## config.mk

```make
export PLATFORM = sky130hd
export DESIGN_NAME = die_temp_ctrl
export DESIGN_NICKNAME = d
export VERILOG_FILES = /design/src/verilog/tsense_pkg.sv /design/src/verilog/die_temp_ctrl.sv
export SDC_FILE = /design/constraint.sdc
export NUM_CORES = 1
export LEC_CHECK = 0
export BUFFER_PORTS_ARGS = -buffer_cell sky130_fd_sc_hd__buf_2
export CAP_MARGIN = 25
export CORE_MARGIN = 2
export CORE_UTILIZATION = 44
export DETAILED_ROUTE_END_ITERATION = 10
export HOLD_SLACK_MARGIN = 0.05
export SYNTH_ARGS = -nofsm -noshare
export SYNTH_HDL_FRONTEND = slang
export SYNTH_SLANG_ARGS = --single-unit
```

## constraint.sdc

```tcl
create_clock -name mclk -period 17.4 [get_ports mclk]
set_input_delay 0.87 -clock mclk [delete_from_list [all_inputs] [get_ports mclk]]
set_output_delay 0.87 -clock mclk [all_outputs]
set_load 0.03 [all_outputs]
```

## src/verilog/tsense_pkg.sv

```systemverilog
`default_nettype none
package tsense_pkg;
  // bus clock and millisecond base
  localparam int unsigned CLK_HZ     = 50_000_000;
  localparam int unsigned MS_PER_S   = 1000;
  localparam int unsigned CYC_PER_MS = CLK_HZ / MS_PER_S;
  // register map
  localparam logic [31:0] BASE_ADDR  = 32'h4006_0000;
  localparam logic [7:0]  OFF_CTRL   = 8'h00;
  localparam logic [7:0]  OFF_RESULT = 8'h04;
  localparam logic [7:0]  OFF_STATUS = 8'h08;
  localparam logic [7:0]  OFF_SETUP  = 8'h0c;
  localparam logic [7:0]  OFF_CAL_A  = 8'h10;
  localparam logic [7:0]  OFF_CAL_B  = 8'h14;
  localparam logic [7:0]  OFF_ALPHA  = 8'h18;
  localparam logic [7:0]  OFF_LOW    = 8'h1c;
  localparam logic [7:0]  OFF_HIGH   = 8'h20;
  localparam logic [7:0]  OFF_MASK   = 8'h24;
  localparam logic [7:0]  OFF_RIS    = 8'h28;
  localparam logic [7:0]  OFF_MIS    = 8'h2c;
  localparam logic [7:0]  OFF_ICLR   = 8'h30;
  // reset values
  localparam logic [15:0] RST_LOW    = 16'h8000;
  localparam logic [15:0] RST_HIGH   = 16'h7fff;
  localparam logic [3:0]  RST_SETUP  = 4'hf;
  localparam logic [15:0] RST_ZERO   = 16'h0000;
  // field positions
  localparam int unsigned START_BIT  = 0;
  localparam int unsigned FMT_BIT    = 0;
  localparam int unsigned RES_LSB    = 1;
  localparam int unsigned OK_BIT     = 4;
  localparam int unsigned SRES_LSB   = 5;
  localparam int unsigned SFMT_BIT   = 8;
  localparam int unsigned IRQ_LOW    = 0;
  localparam int unsigned IRQ_HIGH   = 1;
  // conversion time in ms per resolution code
  localparam logic [6:0]  CONV_MS_7  = 7'h04;
  localparam logic [6:0]  CONV_MS_8  = 7'h07;
  localparam logic [6:0]  CONV_MS_9  = 7'h0e;
  localparam logic [6:0]  CONV_MS_10 = 7'h1a;
  localparam logic [6:0]  CONV_MS_11 = 7'h32;
  localparam logic [6:0]  CONV_MS_12 = 7'h64;
  // restoring divider length: width of the dividend
  localparam logic [5:0]  DIV_STEPS  = 6'h21;

  typedef struct packed {
    logic [3:0]  range;
    logic [15:0] raw;
  } sens_sample_t;
endpackage : tsense_pkg
`default_nettype wire

```

## src/verilog/die_temp_ctrl.sv

```systemverilog
//Contract
// - start bit launches one conversion, self-clears
// - conversion time follows selected resolution
// - calibrated T = A*alpha/(alpha+X) + B
// - result low 16 bits, raw or calibrated
// - reading result clears pending interrupts
// - calibrated output is in Kelvin
// - thirteen word registers at fixed base
// - thresholds reset to 0x8000 and 0x7fff
// - masked status is raw status and mask
// - clear register write-only, clears written bits
// - setup register resets to 0xf
// - A, B, alpha registers, reset zero, used
// - reserved bits not guaranteed, read zero here
// - setup bit0 format, bits 3:1 resolution
// - below low or above high raises interrupt; here only calibrated results are compared, raw never raises one
// - status: ok bit4, range bits, echoes
//
// Added by the designer: the APB register port.
`timescale 1ns/1ps
`default_nettype none
module die_temp_ctrl #(
  parameter int unsigned MS_CYCLES = tsense_pkg::CYC_PER_MS
) (
  // clock and reset
  input  wire logic                     mclk,
  input  wire logic                     rst_n,
  // apb slave
  input  wire logic                     psel,
  input  wire logic                     penable,
  input  wire logic                     pwrite,
  input  wire logic [31:0]              paddr,
  input  wire logic [31:0]              pwdata,
  output logic                          pready,
  output logic [31:0]                   prdata,
  output logic                          pslverr,
  // sensor front end
  input  wire tsense_pkg::sens_sample_t sens_in,
  output logic                          sens_en,
  output logic [2:0]                    sens_res
);
  import tsense_pkg::*;

  typedef enum {ST_IDLE, ST_CONV, ST_CALC} conv_state_t;

  function automatic logic addr_hit(input logic [31:0] a);
    addr_hit = (a[31:8] == BASE_ADDR[31:8]) && (a[1:0] == 2'h0) && (a[7:0] <= OFF_ICLR);
  endfunction : addr_hit

  function automatic logic [6:0] conv_ms(input logic [2:0] res);
    case (res)
      3'h2:    conv_ms = CONV_MS_7;
      3'h3:    conv_ms = CONV_MS_8;
      3'h4:    conv_ms = CONV_MS_9;
      3'h5:    conv_ms = CONV_MS_10;
      3'h6:    conv_ms = CONV_MS_11;
      default: conv_ms = CONV_MS_12;
    endcase
  endfunction : conv_ms

  conv_state_t  state_r;
  logic         start_r;
  logic [15:0]  result_r;
  logic [8:0]   status_r;
  logic [3:0]   setup_r;
  logic [15:0]  cal_a_r;
  logic [15:0]  cal_b_r;
  logic [15:0]  alpha_r;
  logic [15:0]  low_r;
  logic [15:0]  high_r;
  logic [1:0]   mask_r;
  logic [1:0]   ris_r;
  logic         fmt_used_r;
  logic [2:0]   res_used_r;
  logic [31:0]  ms_div_r;
  logic [6:0]   ms_cnt_r;
  logic [5:0]   step_r;
  logic [32:0]  dvd_r;
  logic [18:0]  rem_r;
  logic [17:0]  dsr_r;
  sens_sample_t smp_r;
  sens_sample_t sync1_r;
  sens_sample_t sync2_r;
  logic         pready_r;
  logic [31:0]  prdata_r;
  logic         pslverr_r;
  logic         sens_en_r;
  logic [2:0]   sens_res_r;

  // apb decode
  logic        setup_ph;
  logic        access;
  logic        hit;
  logic        wr;
  logic        rd_result;
  logic [7:0]  off;
  assign setup_ph  = psel && !penable;
  assign access    = psel && penable && pready_r;
  assign hit       = addr_hit(paddr);
  assign off       = paddr[7:0];
  assign wr        = access && pwrite && hit;
  assign rd_result = access && !pwrite && hit && (off == OFF_RESULT);

  // conversion timing and divider datapath
  logic        ms_tick;
  logic        conv_end;
  logic        finish;
  logic [18:0] trial;
  logic        sub_ok;
  logic [15:0] cal_val;
  logic [15:0] res_val;
  logic [1:0]  irq_ev;
  sens_sample_t fin_smp;
  assign ms_tick  = (state_r == ST_CONV) && (ms_div_r == 32'(MS_CYCLES - 1));
  assign conv_end = ms_tick && (ms_cnt_r == conv_ms(res_used_r) - 7'h01);
  assign finish   = (conv_end && !fmt_used_r) ||
                    ((state_r == ST_CALC) && (step_r == DIV_STEPS - 6'h01));
  assign trial    = {rem_r[17:0], dvd_r[32]};
  assign sub_ok   = trial >= {1'b0, dsr_r};
  // quotient has 6 fractional bits, matching A; B adds the offset to Kelvin
  assign cal_val  = {dvd_r[14:0], sub_ok} + cal_b_r;
  // raw completion lands in the conversion state, before the sample flop has loaded
  assign fin_smp  = (state_r == ST_CONV) ? sync2_r : smp_r;
  assign res_val  = fmt_used_r ? cal_val : fin_smp.raw;
  assign irq_ev[IRQ_LOW]  = fmt_used_r && ($signed(cal_val) < $signed(low_r));
  assign irq_ev[IRQ_HIGH] = fmt_used_r && ($signed(cal_val) > $signed(high_r));

  // two flops on the asynchronous front end sample
  always_ff @(posedge mclk) begin
    if (!rst_n) begin
      sync1_r <= '0;
      sync2_r <= '0;
    end else begin
      sync1_r <= sens_in;
      sync2_r <= sync1_r;
    end
  end

  // conversion sequencer
  always_ff @(posedge mclk) begin
    if (!rst_n) begin
      state_r    <= ST_IDLE;
      start_r    <= 1'b0;
      fmt_used_r <= 1'b0;
      res_used_r <= 3'h0;
      ms_div_r   <= 32'h0;
      ms_cnt_r   <= 7'h0;
      smp_r      <= '0;
    end else begin
      case (state_r)
        ST_IDLE: begin
          if (wr && off == OFF_CTRL && pwdata[START_BIT]) begin
            state_r    <= ST_CONV;
            start_r    <= 1'b1;
            fmt_used_r <= setup_r[FMT_BIT];
            res_used_r <= setup_r[RES_LSB +: 3];
            ms_div_r   <= 32'h0;
            ms_cnt_r   <= 7'h0;
          end
        end
        ST_CONV: begin
          // writes to the start bit land here and are dropped
          ms_div_r <= ms_tick ? 32'h0 : ms_div_r + 32'h1;
          if (ms_tick) begin
            ms_cnt_r <= ms_cnt_r + 7'h01;
          end
          if (conv_end) begin
            smp_r   <= sync2_r;
            state_r <= fmt_used_r ? ST_CALC : ST_IDLE;
            start_r <= fmt_used_r;
          end
        end
        ST_CALC: begin
          if (finish) begin
            state_r <= ST_IDLE;
            start_r <= 1'b0;
          end
        end
        default: begin
          state_r <= ST_IDLE;
          start_r <= 1'b0;
        end
      endcase
    end
  end

  // restoring divider: (A * alpha) / (alpha + X), alpha widened to 11 fraction bits
  always_ff @(posedge mclk) begin
    if (!rst_n) begin
      step_r <= 6'h0;
      dvd_r  <= 33'h0;
      rem_r  <= 19'h0;
      dsr_r  <= 18'h0;
    end else if (state_r == ST_CONV && conv_end) begin
      step_r <= 6'h0;
      dvd_r  <= cal_a_r * {alpha_r, 1'b0};
      rem_r  <= 19'h0;
      dsr_r  <= {1'b0, alpha_r, 1'b0} + {2'h0, sync2_r.raw};
    end else if (state_r == ST_CALC) begin
      step_r <= step_r + 6'h01;
      dvd_r  <= {dvd_r[31:0], sub_ok};
      rem_r  <= sub_ok ? trial - {1'b0, dsr_r} : trial;
    end
  end

  // result and status, written together at completion
  always_ff @(posedge mclk) begin
    if (!rst_n) begin
      result_r <= RST_ZERO;
      status_r <= 9'h0;
    end else if (finish) begin
      result_r <= res_val;
      status_r[3:0]                <= fin_smp.range;
      status_r[OK_BIT]             <= ~|fin_smp.range;
      status_r[SRES_LSB +: 3]      <= res_used_r;
      status_r[SFMT_BIT]           <= fmt_used_r;
    end
  end

  // software registers
  always_ff @(posedge mclk) begin
    if (!rst_n) begin
      setup_r <= RST_SETUP;
      cal_a_r <= RST_ZERO;
      cal_b_r <= RST_ZERO;
      alpha_r <= RST_ZERO;
      low_r   <= RST_LOW;
      high_r  <= RST_HIGH;
      mask_r  <= 2'h0;
    end else if (wr) begin
      case (off)
        OFF_SETUP: setup_r <= pwdata[3:0];
        OFF_CAL_A: cal_a_r <= pwdata[15:0];
        OFF_CAL_B: cal_b_r <= pwdata[15:0];
        OFF_ALPHA: alpha_r <= pwdata[15:0];
        OFF_LOW:   low_r   <= pwdata[15:0];
        OFF_HIGH:  high_r  <= pwdata[15:0];
        OFF_MASK:  mask_r  <= pwdata[1:0];
        default:   ;
      endcase
    end
  end

  // raw interrupt status: a new event wins over any clear in the same cycle
  always_ff @(posedge mclk) begin
    if (!rst_n) begin
      ris_r <= 2'h0;
    end else begin
      ris_r <= (ris_r & ~(rd_result ? 2'h3 : 2'h0)
                      & ~((wr && off == OFF_ICLR) ? pwdata[1:0] : 2'h0))
               | (finish ? irq_ev : 2'h0);
    end
  end

  // apb answer: one wait-free access phase, reads captured in setup
  always_ff @(posedge mclk) begin
    if (!rst_n) begin
      pready_r  <= 1'b0;
      prdata_r  <= 32'h0;
      pslverr_r <= 1'b0;
    end else begin
      pready_r  <= setup_ph;
      pslverr_r <= setup_ph && !hit;
      if (setup_ph) begin
        // reserved and write-only locations read as zero
        case (hit ? off : 8'hff)
          OFF_CTRL:   prdata_r <= {31'h0, start_r};
          OFF_RESULT: prdata_r <= {16'h0, result_r};
          OFF_STATUS: prdata_r <= {23'h0, status_r};
          OFF_SETUP:  prdata_r <= {28'h0, setup_r};
          OFF_CAL_A:  prdata_r <= {16'h0, cal_a_r};
          OFF_CAL_B:  prdata_r <= {16'h0, cal_b_r};
          OFF_ALPHA:  prdata_r <= {16'h0, alpha_r};
          OFF_LOW:    prdata_r <= {16'h0, low_r};
          OFF_HIGH:   prdata_r <= {16'h0, high_r};
          OFF_MASK:   prdata_r <= {30'h0, mask_r};
          OFF_RIS:    prdata_r <= {30'h0, ris_r};
          OFF_MIS:    prdata_r <= {30'h0, ris_r & mask_r};
          default:    prdata_r <= 32'h0;
        endcase
      end
    end
  end

  // front end control
  always_ff @(posedge mclk) begin
    if (!rst_n) begin
      sens_en_r  <= 1'b0;
      sens_res_r <= 3'h0;
    end else begin
      sens_en_r  <= (state_r == ST_CONV) && !conv_end;
      sens_res_r <= res_used_r;
    end
  end

  assign pready   = pready_r;
  assign prdata   = prdata_r;
  assign pslverr  = pslverr_r;
  assign sens_en  = sens_en_r;
  assign sens_res = sens_res_r;

  // checking helpers
  logic [31:0] conv_cyc_r;
  always_ff @(posedge mclk) begin
    if (!rst_n || state_r != ST_CONV) begin
      conv_cyc_r <= 32'h0;
    end else begin
      conv_cyc_r <= conv_cyc_r + 32'h1;
    end
  end
  logic [32:0] ref_quo;
  assign ref_quo = (dsr_r == 18'h0) ? {33{1'b1}} : (cal_a_r * {alpha_r, 1'b0}) / dsr_r;
endmodule : die_temp_ctrl
`default_nettype wire

```

Word-level counts from Yosys, hierarchy flattened

Cells that the tools add are included.

Word-level logic and storage cells: 163
Flip-flop bits (word level): 362
Output and inout bits: 38
Bits of input ports: 89

$lt $le $gt $ge: 4
$mul: 1
Bitwise operators: 7
Muxes and demuxes: 26
Reduce and logical (&&, ||, !) cells: 49
$add $sub $neg: 7
Eq/ne operators: 37

Operators by type and width:

| kind                                            | number |
|---|---|
| case mux 16 bit (12 select lines)               | 1 |
| 2-to-1 mux 32 bit                               | 5 |
| case mux 32 bit (3 select lines)                | 1 |
| 2-to-1 mux 33 bit                               | 2 |
| == test 32 x 2 -> 1 bit, second input constant  | 2 |
| == test 8 x 5 -> 1 bit, second input constant   | 8 |
| case mux 32 bit (2 select lines)                | 1 |
| == test 8 x 6 -> 1 bit, second input constant   | 7 |
| case mux 7 bit (5 select lines)                 | 1 |
| adder 32 x 1 -> 32 bit, second input constant   | 1 |
| == test 32 x 1 -> 1 bit, second input constant  | 1 |
| == test 32 x 16 -> 1 bit, second input constant | 1 |
| == test 32 x 3 -> 1 bit, second input constant  | 1 |
| logical NOT 32 bit                              | 1 |
| multiplier 16 x 16 -> 32 bit                    | 1 |
| == test 24 x 23 -> 1 bit, second input constant | 1 |
| == test 8 x 4 -> 1 bit, second input constant   | 3 |
| logical AND 1 bit                               | 22 |
| 2-to-1 mux 20 bit                               | 1 |
| AND reduction 2 bit                             | 10 |
| >= comparator 19 x 18 -> 1 bit                  | 1 |
| adder 17 x 16 -> 18 bit                         | 1 |
| 2-to-1 mux 18 bit                               | 1 |
| subtractor 18 bit                               | 1 |
| other kinds (32)                                | 56 |

Depth between registers and ports, before layout

Depth after elaboration: 10
Mapped depth: 28
Depth with buffers taken out: 27

Worst setup path after synthesis

No wires, ideal clock.

Kind: reg2reg
Start point: register alpha_r[6]
End point: register dvd_r[30]
Cell stages (with the launch flop): 25
Data arrival time: 6,115 ps
Clock period less this slack: 6,227 ps
Path buffers: 2
Setup slack: 11,173 ps
Cells stage by stage: dfxtp_1 > clkbuf_1 > clkbuf_1 > nand2_1 > fa_1 > inv_1 > fa_1 > inv_1 > fa_1 > inv_1 > fa_1 > inv_1 > fa_1 > fa_1 > inv_1 > ha_1 > and2_1 > a311o_1 > a21oi_1 > o21ai_1 > a21oi_2 > o21ai_2 > o221ai_2 > nor2_1 > a2111oi_1

Word-level cells in the longest chain between the ends: 2

Ends and longest elaborated chain:

| item                         | RTL line             | source |
|---|---|---|
| start, declared              | die_temp_ctrl.sv:68  | `logic [15:0] alpha_r;` |
| start signal, assigned       | die_temp_ctrl.sv:235 | `OFF_ALPHA: alpha_r <= pwdata[15:0];` |
| multiplier 16 x 16 -> 32 bit | n/a                  |  |
| 2-to-1 mux 33 bit            | die_temp_ctrl.sv:194 | `end else if (state_r == ST_CONV && conv_end) begin` |
| end signal, assigned         | die_temp_ctrl.sv:196 | `dvd_r <= cal_a_r * {alpha_r, 1'b0};` |
| end signal, assigned         | die_temp_ctrl.sv:201 | `dvd_r <= {dvd_r[31:0], sub_ok};` |
| end, declared                | die_temp_ctrl.sv:78  | `logic [32:0] dvd_r;` |

No other way between the ends.
A chain may end at the register's enable or synchronous reset.

Final worst setup path

Start point: register cal_a_r[8]
End point: register dvd_r[30]

Word-level cells in the longest chain between the ends: 2

Ends and longest elaborated chain:

| item                         | RTL line             | source |
|---|---|---|
| start, declared              | die_temp_ctrl.sv:66  | `logic [15:0] cal_a_r;` |
| start signal, assigned       | die_temp_ctrl.sv:233 | `OFF_CAL_A: cal_a_r <= pwdata[15:0];` |
| multiplier 16 x 16 -> 32 bit | n/a                  |  |
| 2-to-1 mux 33 bit            | die_temp_ctrl.sv:194 |  |

No other way between the ends.

==> results list <==
- Synthesized flop and latch total: 315
- Netlist area before placement: roughly 25000 sq um
- TritonCTS built the clock tree.
- Cells with a size suffix above 1 make up under 10% of the layout.
* Cell taking the most area after synthesis: sky130_fd_sc_hd__dfxtp_1
- Sequential cells were found to cover between 20% and 30% of the synthesized design area.
- Startpoint of the most critical register-to-register path: cal_a_r[8]
- Root Driver: sky130_fd_sc_hd__clkbuf_16
- Antenna violations before repair: 1
* Post-detailed-placement half-perimeter wirelength: 52.9 mm
- Critical path buffer and inverter count: 5
* Kind of end point of the critical path: flip-flop
- Remaining routing DRC violations: 0
* Total of buffers placed on input and output ports: 94
- Startpoint of the worst setup timing path: cal_a_r[8]
- The floorplan step defined a die boundary enclosing between 50000 and 60000 sq um.
- Dividing the detail-routed via count by the number of cells gives 5.63.
- Buffer count from post-CTS setup fixing: 0
- In the final design database the tool counted 3516 nets.
- Gates resized during post-CTS repair numbered 0.
- The Yosys step of the flow raised 0 warnings.
* Number of distinct library cells after synthesis: ~100
* Leakage dissipation: 0.0123 uW
- Final RePlAce weighted congestion: 0.908
- Global routing consumed, over all layers together, 25.2% of the routing resources.
- Relative to the synthesized area, the layout overhead comes to 9.08%.
- Minimum period implied by the final worst setup slack: 7.02 ns
* Number of iterations in the first detailed-routing pass: 9
- CP startpoint kind: flip-flop
- IR analysis of the VDD net gives a maximum drop of 0.0641 mV.
* Number of H-tree levels: 2
* Initial core utilization: approximately 44%
* Reg2reg end: dvd_r[30]
- The die is 242 microns wide.
- Fraction of post-synthesis cell area in the top cell type by area: roughly a quarter
- In this run the remaining antenna-violating nets after routing total 0.
* Vertical die dimension: about 240 microns
- Buffers inserted during clock tree synthesis total 37.
* Via count: 21.5k
- Slew @ Worst Pin: 1.11 ns
- The most used flip-flop cell after synthesis is sky130_fd_sc_hd__dfxtp_1.
* Clock network latency to the later pin of the worst-skew pair: 0.56 ns
* RSZ-0062 raised after global routing: false
* Headroom to the max-slew limit: 25.8%
- The worst path uses 40.3% of the clock period.
- Placement-stage worst setup slack: about 10 ns
* Crit-path cells: nand2_1, fa_1, inv_1, fa_1, inv_1, fa_1, inv_1, fa_1, inv_1, fa_1, inv_1, fa_1, ha_1, and2_1, a311o_1, a21oi_1, o21ai_1, a21oi_2, o21ai_2, o221ai_2, nor2_1, a2111oi_1
- The worst hold path belongs to the class flip-flop to flip-flop.
* Most common library cell in the layout ignoring fill and taps: sky130_fd_sc_hd__nand2_1
- Pin placement for this block handled 127 I/O pins.
* Worst-case register-to-register setup slack: just over 10 ns
- After filler insertion, the fill cell instance count of the layout stands at 5512.
- Status: complete, no violations
- For this design, the sink count on the clock tree is 315.
- The total count of max-transition violations in the final report is 0.
- For the final database, setup skew stands at 0.0245 ns.
- The final number of hold-violating endpoints was 0.
* Arrival time of the worst setup path: 7.46 ns
- Across the run, the number of max-cap violations was 0.
- Core area: 56300 sq um
- On the worst path, the slowest cell contributes a delay of 1.04 ns.
- Share of flip-flops with an asynchronous set or reset after synthesis: 0%
- Summing all flip-flop and latch instances after layout gives between 6000 and 7000 sq um.
* Largest fanout on the critical path: 18
* Hold buffer count at cts: 0
- In the layout the commonest cells are sky130_fd_sc_hd__nand2_1, sky130_fd_sc_hd__inv_1, sky130_fd_sc_hd__dfxtp_1, sky130_fd_sc_hd__a21oi_1, sky130_fd_sc_hd__fa_1.
- Number of flops mapped to enable cells by yosys: 0
- Slack of the critical path: 10.38 ns
- Number of global-route vias before repair: 21.6k
- Dividing the synthesized area by the synthesized cell count gives 8.20 sq um.
* Detail-routed net length per standard cell: 19.4 microns
* Crit path required time: roughly 18 ns
- Synthesized instance count: between 3k and 4k
- Ratio of total power to cell area: 58.3 nW/um^2
- Final hold analysis gives a worst-case slack of between 0.4 and 0.5 ns.
- Setup violation total in the final timing report: 0
* Category of the critical setup timing path: flip-flop to flip-flop
* First-pass GRT wire length: 118 mm
- Ranked by total cell area, the synthesized netlist is headed by sky130_fd_sc_hd__dfxtp_1, sky130_fd_sc_hd__fa_1, sky130_fd_sc_hd__ha_1.
* Core Rows: 87
- Most common cell type on the critical path: sky130_fd_sc_hd__fa_1
* Maximum frequency from static timing analysis: 143 MHz
- The total overflow left after global routing is 0.
* Buffers from clock root to sink, at most: 3
- TNS Setup: 0 ns
- Multi-input logic area: approximately 17000 sq um
- DRT iter0 DRCs: 1506
- Detailed Route WL: 74.2 mm
- Utilization after layout: roughly half
- Pin count of the biggest net entering global routing: between 70 and 80
- Clock edge transition at the registers on the reported setup and hold paths: 0.06 ns
- Broken down by cell family, the worst path's largest delay share belongs to adder cells.
* Timing endpoint of the critical path: dvd_r[30]
- Critical-path top delay cell: sky130_fd_sc_hd__dfxtp_1
- Measured in cells, the most critical reg-to-reg path has a length of 22.
- Counting buffers and inverters, the worst setup path is 22 cells deep.
==> worst min-delay path by stage <==
stage                     cells after the start           to         from
after floorplan                               1   sync2_r[0]   sync1_r[0]
after global placement                        1  sync2_r[11]  sync1_r[11]
after detailed placement                      1   sync2_r[3]   sync1_r[3]
after CTS                                     1   sync2_r[3]   sync1_r[3]
after global routing                          1   sync2_r[5]   sync1_r[5]
final                                         1  sync2_r[16]  sync1_r[16]
==> stage by stage <==
stage               std cells  area [sq um]  power [uW]
CTS                      3822         27200        1600
global placement         3755         25900         789
detailed placement       3757         25900         790
finish                   3825         27200        1590
floorplan                3059         25000         770
global route             3824         27200        1630
==> metal layers <==
layer	vias to the layer above	GRT usage (%)	share of wire (%)
met5	-	0	0.016
met4	2	7.73	2.7
met3	122	3.87	6.2
met2	664	42.9	48
met1	10600	32.8	43
li1	10200	-	-
==> final cells by class <==
class,count,share of cell area (%)
clock inverter,14,0.666
timing repair buffer,134,3.08
sequential,315,23.2
tap,756,3.47
clock buffer,51,3.93
antenna,1,0.00919
inverter,317,4.39
multi-input combinational,2237,61.3
==> kinds of logic after synthesis <==
family / Yosys count / synth area share (%)
and+or+nand+nor: 1136 / 21.7
AOI/OAI and AO/OA: 589 / 15.5
buffers and inverters: 507 / 8.16
adders and majority gates: 385 / 25.2
DFF: 315 / 25.3
xor gates and xnor gates: 70 / 2.46
muxes: 41 / 1.64
other: 1 / 0.0150
==> power by group <==
part | switching (uW) | internal (uW) | leakage, uW | total [uW]
combinational | 33.7 | 12.2 | 0.00911 | 45.9
sequential | 3.24 | 726 | 0.00255 | 729
clock | 324 | 490 | 0.000610 | 814
==> synthesized netlist by cell type, types with 7 or more instances <==
library cell / number
sky130_fd_sc_hd__nand2_1: 541
sky130_fd_sc_hd__buf_4: 20
sky130_fd_sc_hd__and2_1: 145
sky130_fd_sc_hd__o31ai_1: 7
sky130_fd_sc_hd__o21bai_1: 8
sky130_fd_sc_hd__o21ai_0: 80
sky130_fd_sc_hd__a222oi_1: 22
sky130_fd_sc_hd__nand2b_1: 16
sky130_fd_sc_hd__nor4_1: 22
sky130_fd_sc_hd__nand3_1: 76
sky130_fd_sc_hd__xor2_1: 29
sky130_fd_sc_hd__a311oi_1: 14
sky130_fd_sc_hd__a22o_1: 14
sky130_fd_sc_hd__nor4b_1: 9
sky130_fd_sc_hd__o21ai_1: 9
sky130_fd_sc_hd__nor3_1: 41
sky130_fd_sc_hd__nor2b_1: 16
sky130_fd_sc_hd__nand3b_1: 10
sky130_fd_sc_hd__a221oi_1: 8
sky130_fd_sc_hd__a21oi_1: 217
sky130_fd_sc_hd__and3_1: 28
sky130_fd_sc_hd__buf_2: 27
sky130_fd_sc_hd__a21o_1: 29
sky130_fd_sc_hd__a22oi_1: 16
sky130_fd_sc_hd__ha_1: 188
sky130_fd_sc_hd__clkbuf_1: 135
sky130_fd_sc_hd__a31oi_1: 24
sky130_fd_sc_hd__mux2i_1: 41
sky130_fd_sc_hd__o21a_1: 26
sky130_fd_sc_hd__inv_1: 317
sky130_fd_sc_hd__a211oi_1: 22
sky130_fd_sc_hd__xnor2_1: 41
sky130_fd_sc_hd__o211ai_1: 31
sky130_fd_sc_hd__nor2_1: 156
sky130_fd_sc_hd__dfxtp_1: 315
sky130_fd_sc_hd__or3_1: 14
sky130_fd_sc_hd__fa_1: 197
sky130_fd_sc_hd__nand4_1: 23
==> worst register-to-register path, stage by stage, from the launching register on <==
cell                        delay [ns]
sky130_fd_sc_hd__dfxtp_1          1.04
sky130_fd_sc_hd__nand2_1          0.24
sky130_fd_sc_hd__fa_1             0.58
sky130_fd_sc_hd__inv_1            0.06
sky130_fd_sc_hd__fa_1             0.52
sky130_fd_sc_hd__inv_1            0.05
sky130_fd_sc_hd__fa_1             0.50
sky130_fd_sc_hd__inv_1            0.05
sky130_fd_sc_hd__fa_1             0.48
sky130_fd_sc_hd__inv_1            0.06
sky130_fd_sc_hd__fa_1             0.54
sky130_fd_sc_hd__inv_1            0.06
sky130_fd_sc_hd__fa_1             0.44
sky130_fd_sc_hd__ha_1             0.37
sky130_fd_sc_hd__and2_1           0.21
sky130_fd_sc_hd__a311o_1          0.32
sky130_fd_sc_hd__a21oi_1          0.19
sky130_fd_sc_hd__o21ai_1          0.11
sky130_fd_sc_hd__a21oi_2          0.34
sky130_fd_sc_hd__o21ai_2          0.15
sky130_fd_sc_hd__o221ai_2         0.23
sky130_fd_sc_hd__nor2_1           0.08
sky130_fd_sc_hd__a2111oi_1        0.29
==> state kept, by name, indices dropped and copies added (netlist names), 4 cells and up <==
register / count
sync2_r: 20
dsr_r: 17
status_r: 9
ms_div_r: 32
ms_cnt_r: 7
setup_r: 4
alpha_r: 16
result_r: 16
high_r: 16
dvd_r: 33
cal_a_r: 16
cal_b_r: 16
sync1_r: 20
rem_r: 18
smp_r: 20
step_r: 6
low_r: 16
prdata: 16
No activity file was read; power rests on OpenSTA's default activity.
